[src/rtl/tcz_pkg.sv]
// Shared constants, register map and carrier types of the timer/counter zero unit
package tcz_pkg;

  // ----------------------------------------------------------------
  // Basic widths and types
  // ----------------------------------------------------------------
  localparam int BYTE_W = 8;
  localparam int IRQ_W = 2;

  typedef logic [BYTE_W-1:0] tcz_byte_t;
  typedef logic [IRQ_W-1:0] tcz_irq_t;

  // ----------------------------------------------------------------
  // Register offsets
  // ----------------------------------------------------------------
  localparam tcz_byte_t ADDR_RELOAD = 8'hCD;
  localparam tcz_byte_t ADDR_MODE = 8'hDA;
  localparam tcz_byte_t ADDR_COUNT = 8'hDB;
  localparam tcz_byte_t ADDR_IRQ_STATUS = 8'hDC;
  localparam tcz_byte_t ADDR_IRQ_MASK = 8'hDD;

  // ----------------------------------------------------------------
  // Reset values and counter constants
  // ----------------------------------------------------------------
  localparam tcz_byte_t BYTE_ZERO = 8'h00;
  localparam tcz_byte_t MODE_RESET = 8'h00;
  localparam tcz_byte_t COUNT_RESET = 8'h00;
  localparam tcz_byte_t RELOAD_RESET = 8'h00;
  localparam tcz_byte_t COUNT_MAX = 8'hFF;
  localparam tcz_byte_t COUNT_ZERO = 8'h00;
  localparam tcz_byte_t COUNT_STEP = 8'h01;
  localparam tcz_byte_t PRESC_FULL = 8'hFF;
  localparam tcz_irq_t IRQ_NONE = 2'h0;

  // Interrupt status and mask bit positions
  localparam int IRQ_TIMER_BIT = 0;
  localparam int IRQ_PIN_BIT = 1;

  // Fastest prescale code, divide by two
  localparam logic [2:0] RATE_FASTEST = 3'h7;

  // ----------------------------------------------------------------
  // PWM period boundary masks, selected by {auto_reload, toggle}
  // ----------------------------------------------------------------
  localparam logic [1:0] PWM_SEL_256 = 2'h0;
  localparam logic [1:0] PWM_SEL_64 = 2'h1;
  localparam logic [1:0] PWM_SEL_32 = 2'h2;
  localparam logic [1:0] PWM_SEL_16 = 2'h3;
  localparam tcz_byte_t PWM_MASK_256 = 8'hFF;
  localparam tcz_byte_t PWM_MASK_64 = 8'h3F;
  localparam tcz_byte_t PWM_MASK_32 = 8'h1F;
  localparam tcz_byte_t PWM_MASK_16 = 8'h0F;

  // ----------------------------------------------------------------
  // Mode register layout, bit 7 down to bit 0
  // ----------------------------------------------------------------
  typedef struct packed {
    logic count_enable_bit;
    logic [2:0] prescale_rate_field;
    logic clock_source_select;
    logic auto_reload_enable;
    logic toggle_output_enable;
    logic pwm_output_enable;
  } tcz_mode_t;

  // Register port request
  typedef struct packed {
    tcz_byte_t addr;
    tcz_byte_t wdata;
    logic wr;
    logic rd;
  } tcz_bus_req_t;

endpackage

[src/rtl/tcz_edge_sync.sv]
// Three-stage synchroniser with agreement filter and falling-edge pulse
`timescale 1ns/1ps
`default_nettype none

module tcz_edge_sync
  import tcz_pkg::*;
#(
  parameter int STAGES = 3
)
(
  // Clock and reset
  input wire logic clk,
  input wire logic rst,
  // Asynchronous pin
  input wire logic pin_in,
  // Synchronous result
  output logic fall
);

  // ----------------------------------------------------------------
  // Elaboration check
  // ----------------------------------------------------------------
  if (STAGES < 3)
  begin : g_bad_stages
    $error("tcz_edge_sync needs at least three stages");
  end

  typedef struct packed {
    logic [STAGES-1:0] sh;
    logic level;
    logic fall;
  } tcz_sync_state_t;

  tcz_sync_state_t st_q;
  tcz_sync_state_t st_d;

  // Level only moves once the last two stages agree; the first stage is never looked at
  always_comb
  begin
    st_d = st_q;
    st_d.sh = {st_q.sh[STAGES-2:0], pin_in};
    st_d.fall = 1'b0;
    if (st_q.sh[STAGES-1] == st_q.sh[STAGES-2])
    begin
      st_d.level = st_q.sh[STAGES-1];
      st_d.fall = st_q.level && !st_q.sh[STAGES-1];
    end
  end

  // Reset to idle high so release gives no false edge
  always_ff @(posedge clk)
  begin
    if (rst)
    begin
      st_q.sh <= '1;
      st_q.level <= 1'b1;
      st_q.fall <= 1'b0;
    end
    else
    begin
      st_q <= st_d;
    end
  end

  assign fall = st_q.fall;

endmodule

`default_nettype wire

[src/rtl/tcz_timer_counter_zero.sv]
// Timer/counter zero: 8-bit up counter with prescaler, event input, reload, buzzer and PWM
`timescale 1ns/1ps
`default_nettype none

module tcz_timer_counter_zero
  import tcz_pkg::*;
#(
  parameter int SYNC_STAGES = 3
)
(
  // Clock and reset
  input wire logic clk,
  input wire logic rst,
  // Register port
  input wire tcz_bus_req_t bus_req,
  output logic [BYTE_W-1:0] rd_data,
  // External event pin
  input wire logic event_input_pin,
  // Buzzer / PWM pin
  output logic buzzer_output_pin,
  output logic buzzer_pin_sel,
  // Interrupt
  output logic irq
);

  // ----------------------------------------------------------------
  // Elaboration check
  // ----------------------------------------------------------------
  if (SYNC_STAGES < 3)
  begin : g_bad_sync
    $error("SYNC_STAGES must be at least three");
  end

  // ----------------------------------------------------------------
  // State
  // ----------------------------------------------------------------
  typedef struct packed {
    tcz_mode_t mode;
    tcz_byte_t count;
    tcz_byte_t reload;
    tcz_byte_t presc;
    logic toggle;
    tcz_irq_t status;
    tcz_irq_t mask;
    tcz_byte_t rdata;
    logic irq;
    logic pin_out;
    logic pin_sel;
  } tcz_state_t;

  tcz_state_t st_q;
  tcz_state_t st_d;

  logic ext_fall;
  logic wr_mode;
  logic wr_count;
  logic wr_reload;
  logic wr_mask;
  logic rd_status;
  tcz_byte_t div_mask;
  logic tick_int;
  logic tick_ext;
  logic tick;
  logic hw_ovf;
  logic reload_active;
  tcz_byte_t pwm_mask;
  logic pwm_level;
  tcz_irq_t irq_set;

  // ----------------------------------------------------------------
  // Event pin synchroniser
  // ----------------------------------------------------------------
  tcz_edge_sync #(
    .STAGES(SYNC_STAGES)
  ) u_event_sync (
    .clk(clk),
    .rst(rst),
    .pin_in(event_input_pin),
    .fall(ext_fall)
  );

  // ----------------------------------------------------------------
  // Register decode
  // ----------------------------------------------------------------
  // Write and read hits; unmapped addresses are simply ignored
  assign wr_mode = bus_req.wr && (bus_req.addr == ADDR_MODE);
  assign wr_count = bus_req.wr && (bus_req.addr == ADDR_COUNT);
  assign wr_reload = bus_req.wr && (bus_req.addr == ADDR_RELOAD);
  assign wr_mask = bus_req.wr && (bus_req.addr == ADDR_IRQ_MASK);
  assign rd_status = bus_req.rd && (bus_req.addr == ADDR_IRQ_STATUS);

  // ----------------------------------------------------------------
  // Count sources
  // ----------------------------------------------------------------
  // Prescaler tick when the low bits selected by the rate field are all ones
  assign div_mask = PRESC_FULL >> st_q.mode.prescale_rate_field;
  assign tick_int = st_q.mode.count_enable_bit && !st_q.mode.clock_source_select &&
                    ((st_q.presc & div_mask) == div_mask);
  // Pin edges count only while enabled; the rate field plays no part here
  assign tick_ext = st_q.mode.count_enable_bit && st_q.mode.clock_source_select && ext_fall;
  assign tick = tick_int || tick_ext;
  assign hw_ovf = tick && (st_q.count == COUNT_MAX);

  // Reload is meaningless in PWM mode, its bit then picks the boundary
  assign reload_active = st_q.mode.auto_reload_enable && !st_q.mode.pwm_output_enable;

  // ----------------------------------------------------------------
  // PWM boundary and duty
  // ----------------------------------------------------------------
  // Boundary mask from the reload and toggle bits
  always_comb
  begin
    unique case ({st_q.mode.auto_reload_enable, st_q.mode.toggle_output_enable})
      PWM_SEL_256: pwm_mask = PWM_MASK_256;
      PWM_SEL_64: pwm_mask = PWM_MASK_64;
      PWM_SEL_32: pwm_mask = PWM_MASK_32;
      PWM_SEL_16: pwm_mask = PWM_MASK_16;
    endcase
    // Event counting always runs on the full 256 boundary, whatever the two bits say
    if (st_q.mode.clock_source_select)
    begin
      pwm_mask = PWM_MASK_256;
    end
  end

  // High while the count inside the boundary is below the reload value; low when stopped
  assign pwm_level = st_q.mode.count_enable_bit &&
                     ((st_q.count & pwm_mask) < (st_q.reload & pwm_mask));

  // ----------------------------------------------------------------
  // Next state
  // ----------------------------------------------------------------
  always_comb
  begin
    st_d = st_q;
    st_d.rdata = BYTE_ZERO;
    irq_set = IRQ_NONE;

    // Prescaler restarts from zero whenever the timer is stopped, so the first step is a full period
    if (st_q.mode.count_enable_bit)
    begin
      st_d.presc = st_q.presc + COUNT_STEP;
    end
    else
    begin
      st_d.presc = BYTE_ZERO;
    end

    // Counter: step, wrap and optional reload
    if (tick)
    begin
      if (st_q.count == COUNT_MAX)
      begin
        st_d.count = reload_active ? st_q.reload : COUNT_ZERO;
      end
      else
      begin
        st_d.count = st_q.count + COUNT_STEP;
      end
    end

    // Software write takes priority over a step in the same cycle
    if (wr_count)
    begin
      st_d.count = bus_req.wdata;
    end
    if (wr_reload)
    begin
      st_d.reload = bus_req.wdata;
    end
    if (wr_mode)
    begin
      st_d.mode = tcz_mode_t'(bus_req.wdata);
    end
    if (wr_mask)
    begin
      st_d.mask = bus_req.wdata[IRQ_W-1:0];
    end

    // Buzzer toggle flips on every overflow outside PWM mode; with no steps it simply freezes
    if (hw_ovf && !st_q.mode.pwm_output_enable)
    begin
      st_d.toggle = !st_q.toggle;
    end

    // Pin function: PWM level or toggle, pin leaves I/O only when one is enabled
    st_d.pin_out = st_q.mode.pwm_output_enable ? pwm_level : st_d.toggle;
    st_d.pin_sel = st_q.mode.pwm_output_enable || st_q.mode.toggle_output_enable;

    // Request on any change away from all ones, whoever caused it
    irq_set[IRQ_TIMER_BIT] = (st_q.count == COUNT_MAX) && (st_d.count != COUNT_MAX);
    // Pin edges raise the pin flag only while the pin is not the count source
    irq_set[IRQ_PIN_BIT] = ext_fall && !st_q.mode.clock_source_select;

    // Read clears, a set in the same cycle wins
    if (rd_status)
    begin
      st_d.status = IRQ_NONE;
    end
    st_d.status = st_d.status | irq_set;
    // Pin flag pinned to zero in event-counter mode
    if (st_q.mode.clock_source_select)
    begin
      st_d.status[IRQ_PIN_BIT] = 1'b0;
    end

    // Level interrupt from unmasked sticky bits
    st_d.irq = |(st_d.status & st_d.mask);

    // Read data, valid only in the cycle after the strobe
    if (bus_req.rd)
    begin
      unique case (bus_req.addr)
        ADDR_MODE: st_d.rdata = tcz_byte_t'(st_q.mode);
        ADDR_COUNT: st_d.rdata = st_q.count;
        ADDR_IRQ_STATUS: st_d.rdata = tcz_byte_t'(st_q.status);
        ADDR_IRQ_MASK: st_d.rdata = tcz_byte_t'(st_q.mask);
        default: st_d.rdata = BYTE_ZERO; // Reload is write-only and reads as zero
      endcase
    end
  end

  // ----------------------------------------------------------------
  // State register
  // ----------------------------------------------------------------
  // Everything clears: stopped, internal source, divide by 256
  always_ff @(posedge clk)
  begin
    if (rst)
    begin
      st_q <= '0;
      st_q.mode <= tcz_mode_t'(MODE_RESET);
      st_q.count <= COUNT_RESET;
      st_q.reload <= RELOAD_RESET;
    end
    else
    begin
      st_q <= st_d;
    end
  end

  // Outputs straight from flops
  assign rd_data = st_q.rdata;
  assign irq = st_q.irq;
  assign buzzer_output_pin = st_q.pin_out;
  assign buzzer_pin_sel = st_q.pin_sel;
endmodule

`default_nettype wire

[config.mk]
export PLATFORM = sky130hd
export DESIGN_NAME = tcz_timer_counter_zero
export DESIGN_NICKNAME = d
export VERILOG_FILES = /design/src/rtl/tcz_pkg.sv /design/src/rtl/tcz_edge_sync.sv /design/src/rtl/tcz_timer_counter_zero.sv
export SDC_FILE = /design/constraint.sdc
export NUM_CORES = 1
export LEC_CHECK = 0
export BUFFER_PORTS_ARGS = -buffer_cell sky130_fd_sc_hd__buf_2
export CAP_MARGIN = 20
export CORE_ASPECT_RATIO = 0.5
export CORE_MARGIN = 1.5
export CORE_UTILIZATION = 31
export CTS_CLUSTER_DIAMETER = 150
export DETAILED_ROUTE_END_ITERATION = 6
export RECOVER_POWER = 50
export SLEW_MARGIN = 10
export SYNTH_ARGS = -nofsm -noshare
export SYNTH_HDL_FRONTEND = slang
export SYNTH_SLANG_ARGS = --single-unit
export TNS_END_PERCENT = 5
[constraint.sdc]
create_clock -name clk -period 5.4 [get_ports clk]
set_input_delay 0.27 -clock clk [delete_from_list [all_inputs] [get_ports clk]]
set_output_delay 0.27 -clock clk [all_outputs]
set_load 0.03 [all_outputs]
==> results.md <==
- Final Hold Viols: 0
- DIE HEIGHT: 69.5 um
- Commonest cells after routing, fill and taps aside: 53 x dfxtp_1, 39 x nor2_1, 38 x nand2_1
- Synth Area in XOR/XNOR: 2.88%
- Simple-gate share of the synthesized area: between 20% and 30%
- Startpoint Class: flip-flop
- Post-DR wirelength/cell: 15.6 um
- Clk sink count: 53
- Peak Freq: 349 MHz
- Final setup vio count: 0
- RSZ-0062 raised after global routing: no
- Vias in the first global route: 2312
- TritonCTS Buffers: 5
- EDFF count, synth: 0
- Initial antenna violation count: 0
- H-tree levels: 2
- Worst skew pair latency: 0.30 ns
- Syn-to-layout area delta: 12.9%
- VDD IR-drop max: 0.116 mV
- Hold buffers post-CTS: 0
- Main flop type after synthesis: dfxtp_1
- Port bufs: 31
- Failing checks: capacitance limit, slew limit
- Worst r2r src: st_q[33]
- Pins Over Slew Limit: 39
- First drt pass iteration count: 4
- Tcrit/Tclk final: 53.1%
- Most common cell after layout, fill and taps aside: dfxtp_1
- Leak: 0.00104 uW
- Clock Path Buffers: 2
- Sequential fraction of the synthesis area: 38.7%
- Largest family of logic cells by synthesized area: simple AND/OR/NAND/NOR gates
- Area of the die: 0.00945 mm2
- Status: complete, but fails checks
- Layout Nets: 376
- Post-CTS Resized: 0
- Postcts setup bufs: 0
- Routed WL: 7160 um
- Post-synthesis instance total: 326
- Critical path fanouts, max: 7
- Die Wd: 136 um
- Syn_area_per_cell: between 8 and 9 um2
- DP Area: a little under 0.003 mm2
- Routability Congestion: 0.887
- Ports: 32
- Synth Net Count: 356
- Setup tns final: 0 ns
- Distinct cells, synth: 56
- DR vias/cell: 5.09
- Mux share of post-synthesis cell area: 4.43%
- Share of post-route cells with drive strength above 1: 13.8%
- Max-Cap Viols: 1
- Post-Synth Adder-Cell Area: a little over 4%
- Crit path from: st_q[33]
- Dpl hpwl: approximately 5300 um
- Period minus WS final: 2.87 ns
- Req. time, crit path: between 5 and 6 ns
- Synth Register Bits: 53
- Total track usage: 16.8%
- Vias: 2336
- Slew margin rel.: -11.4%
- Fillers: 872
- Power per cell area: 246 mW/mm2
- PnR Total Power: 760 uW
- Worst slew pin tran: between 1.5 and 2 ns
- Skew final: 0.00486 ns
- Initial Utilization: 33.1%
- Final Instance Area: 0.00309 mm2
- Synth Area in Compound Gates: between 10% and 20%
- Critical path type: reg2reg
- Largest net degree at the start of global routing: 39
- Initial drt markers: 109
- Root Buffer Master: clkbuf_16
- Hold Path Class: in2reg
- Final ANT Viol Nets: 0
- CP arrival: about 3 ns
- R2R Setup Slk: 2.53 ns
- FFs w/ async S/R, synth: 0%
- CTS tree: built
- First-pass GRT wire length: 12300 um
- DRC viols: 0
- Worst-path clk slew: roughly 0.07 ns
- Std-Cell Rows: 23
- GR Overflow Total: 0
- Min-delay src: event_input_pin
- N_diodes: 0
- CP endpoint kind: flip-flop
- Synth Warn #: 0
- Total core area: a little over 0.008 mm2
- Mapped Area: 0.00274 mm2
[synth_stat cells (3+ instances only)]
| master | instances | area share, % |
|---|---|---|
| and2_1 | 6 | 1.4 |
| dfxtp_1 | 53 | 39 |
| o31ai_1 | 3 | 0.82 |
| nand2b_1 | 6 | 1.4 |
| a21o_1 | 3 | 0.82 |
| nand3_1 | 17 | 3.1 |
| xor2_1 | 7 | 2.2 |
| or2_2 | 4 | 0.91 |
| inv_1 | 8 | 1.1 |
| nand4_1 | 3 | 0.69 |
| and3_1 | 4 | 0.91 |
| mux2i_1 | 11 | 4.0 |
| buf_4 | 8 | 2.2 |
| nor3_1 | 7 | 1.3 |
| nor2_1 | 39 | 5.3 |
| nand2_1 | 38 | 5.2 |
| nor2b_1 | 8 | 1.8 |
| a21oi_1 | 21 | 3.8 |
| ha_1 | 9 | 4.1 |
| o21ai_0 | 6 | 1.1 |
| clkbuf_1 | 7 | 0.96 |
| a22oi_1 | 10 | 2.7 |
| a211oi_1 | 4 | 1.1 |
| buf_2 | 4 | 0.73 |
[logic make-up after synthesis]
logic type / after synthesis
buf+inv: 28
simple gates: 147
mux: 12
xor+xnor: 9
compound gates: 68
flops: 53
fa+ha+maj: 9
[state kept, by name, indices dropped and copies added, names as in the netlist]
name / flops
st_q: 37
rd_data: 8
u_event_sync.st_d: 2
u_event_sync.st_q: 2
buzzer_output_pin: 1
buzzer_pin_sel: 1
irq: 1
u_event_sync.fall: 1
[power breakdown]
group / switching [uW] / internal, uW / total [uW] / leakage, uW
clock network: 144 / 197 / 341 / 0.0000799
logic: 17.3 / 8.75 / 26.1 / 0.000531
registers: 0.874 / 392 / 393 / 0.000427
[worst paths after layout]
path                          end  cells past startpoint
max                      st_q[13]                      9
min          u_event_sync.st_d[3]                      2
max reg2reg              st_q[13]                      9
min reg2reg  u_event_sync.st_d[4]                      1
[per-layer routing]
layer  up-vias  global-route usage, %  wire length (um)
li1       1190                      -                 -
met1      1092                   24.4              3710
met2        42                   23.9              2980
met3        12                   4.24               337
met4         0                   5.91               134
met5         -                      0                 0
[critical path, cell delays in order (launching register included)]
cell and delay [ns]:
dfxtp_1 0.44, ha_1 0.29, nand3_2 0.15, nor2_2 0.26
mux2_2 0.38, or4_1 0.47, o211a_1 0.15, nor4_2 0.21
a41oi_1 0.18, nor2b_1 0.18
[final cells by class]
| class | instances | area [um2] | area share, % |
|---|---|---|---|
| multi-input cells | 245 | 1550 | 50.2 |
| flip-flops and latches | 53 | 1060 | 34.3 |
| clock buffers | 7 | 153 | 4.94 |
| repair buffers | 32 | 148 | 4.77 |
| well taps | 112 | 140 | 4.53 |
| inverters | 9 | 33.8 | 1.09 |
| clock inverters | 1 | 5.00 | 0.162 |
[per-stage QoR]
| stage | instances | utilization [%] | hold slack [ns] | setup WS (ns) |
|---|---|---|---|---|
| final | 459 | 37.3 | 0.153 | 2.53 |
| after global routing | 459 | 37.3 | 0.162 | 2.35 |
| after CTS | 459 | 37.5 | 0.145 | 2.59 |
| after detailed placement | 451 | 35.6 | 0.400 | 2.61 |
| after global placement | 451 | 35.6 | 0.401 | 2.67 |
| after floorplan | 326 | - | 0.374 | 2.90 |
(Power assumes the default switching activity.)
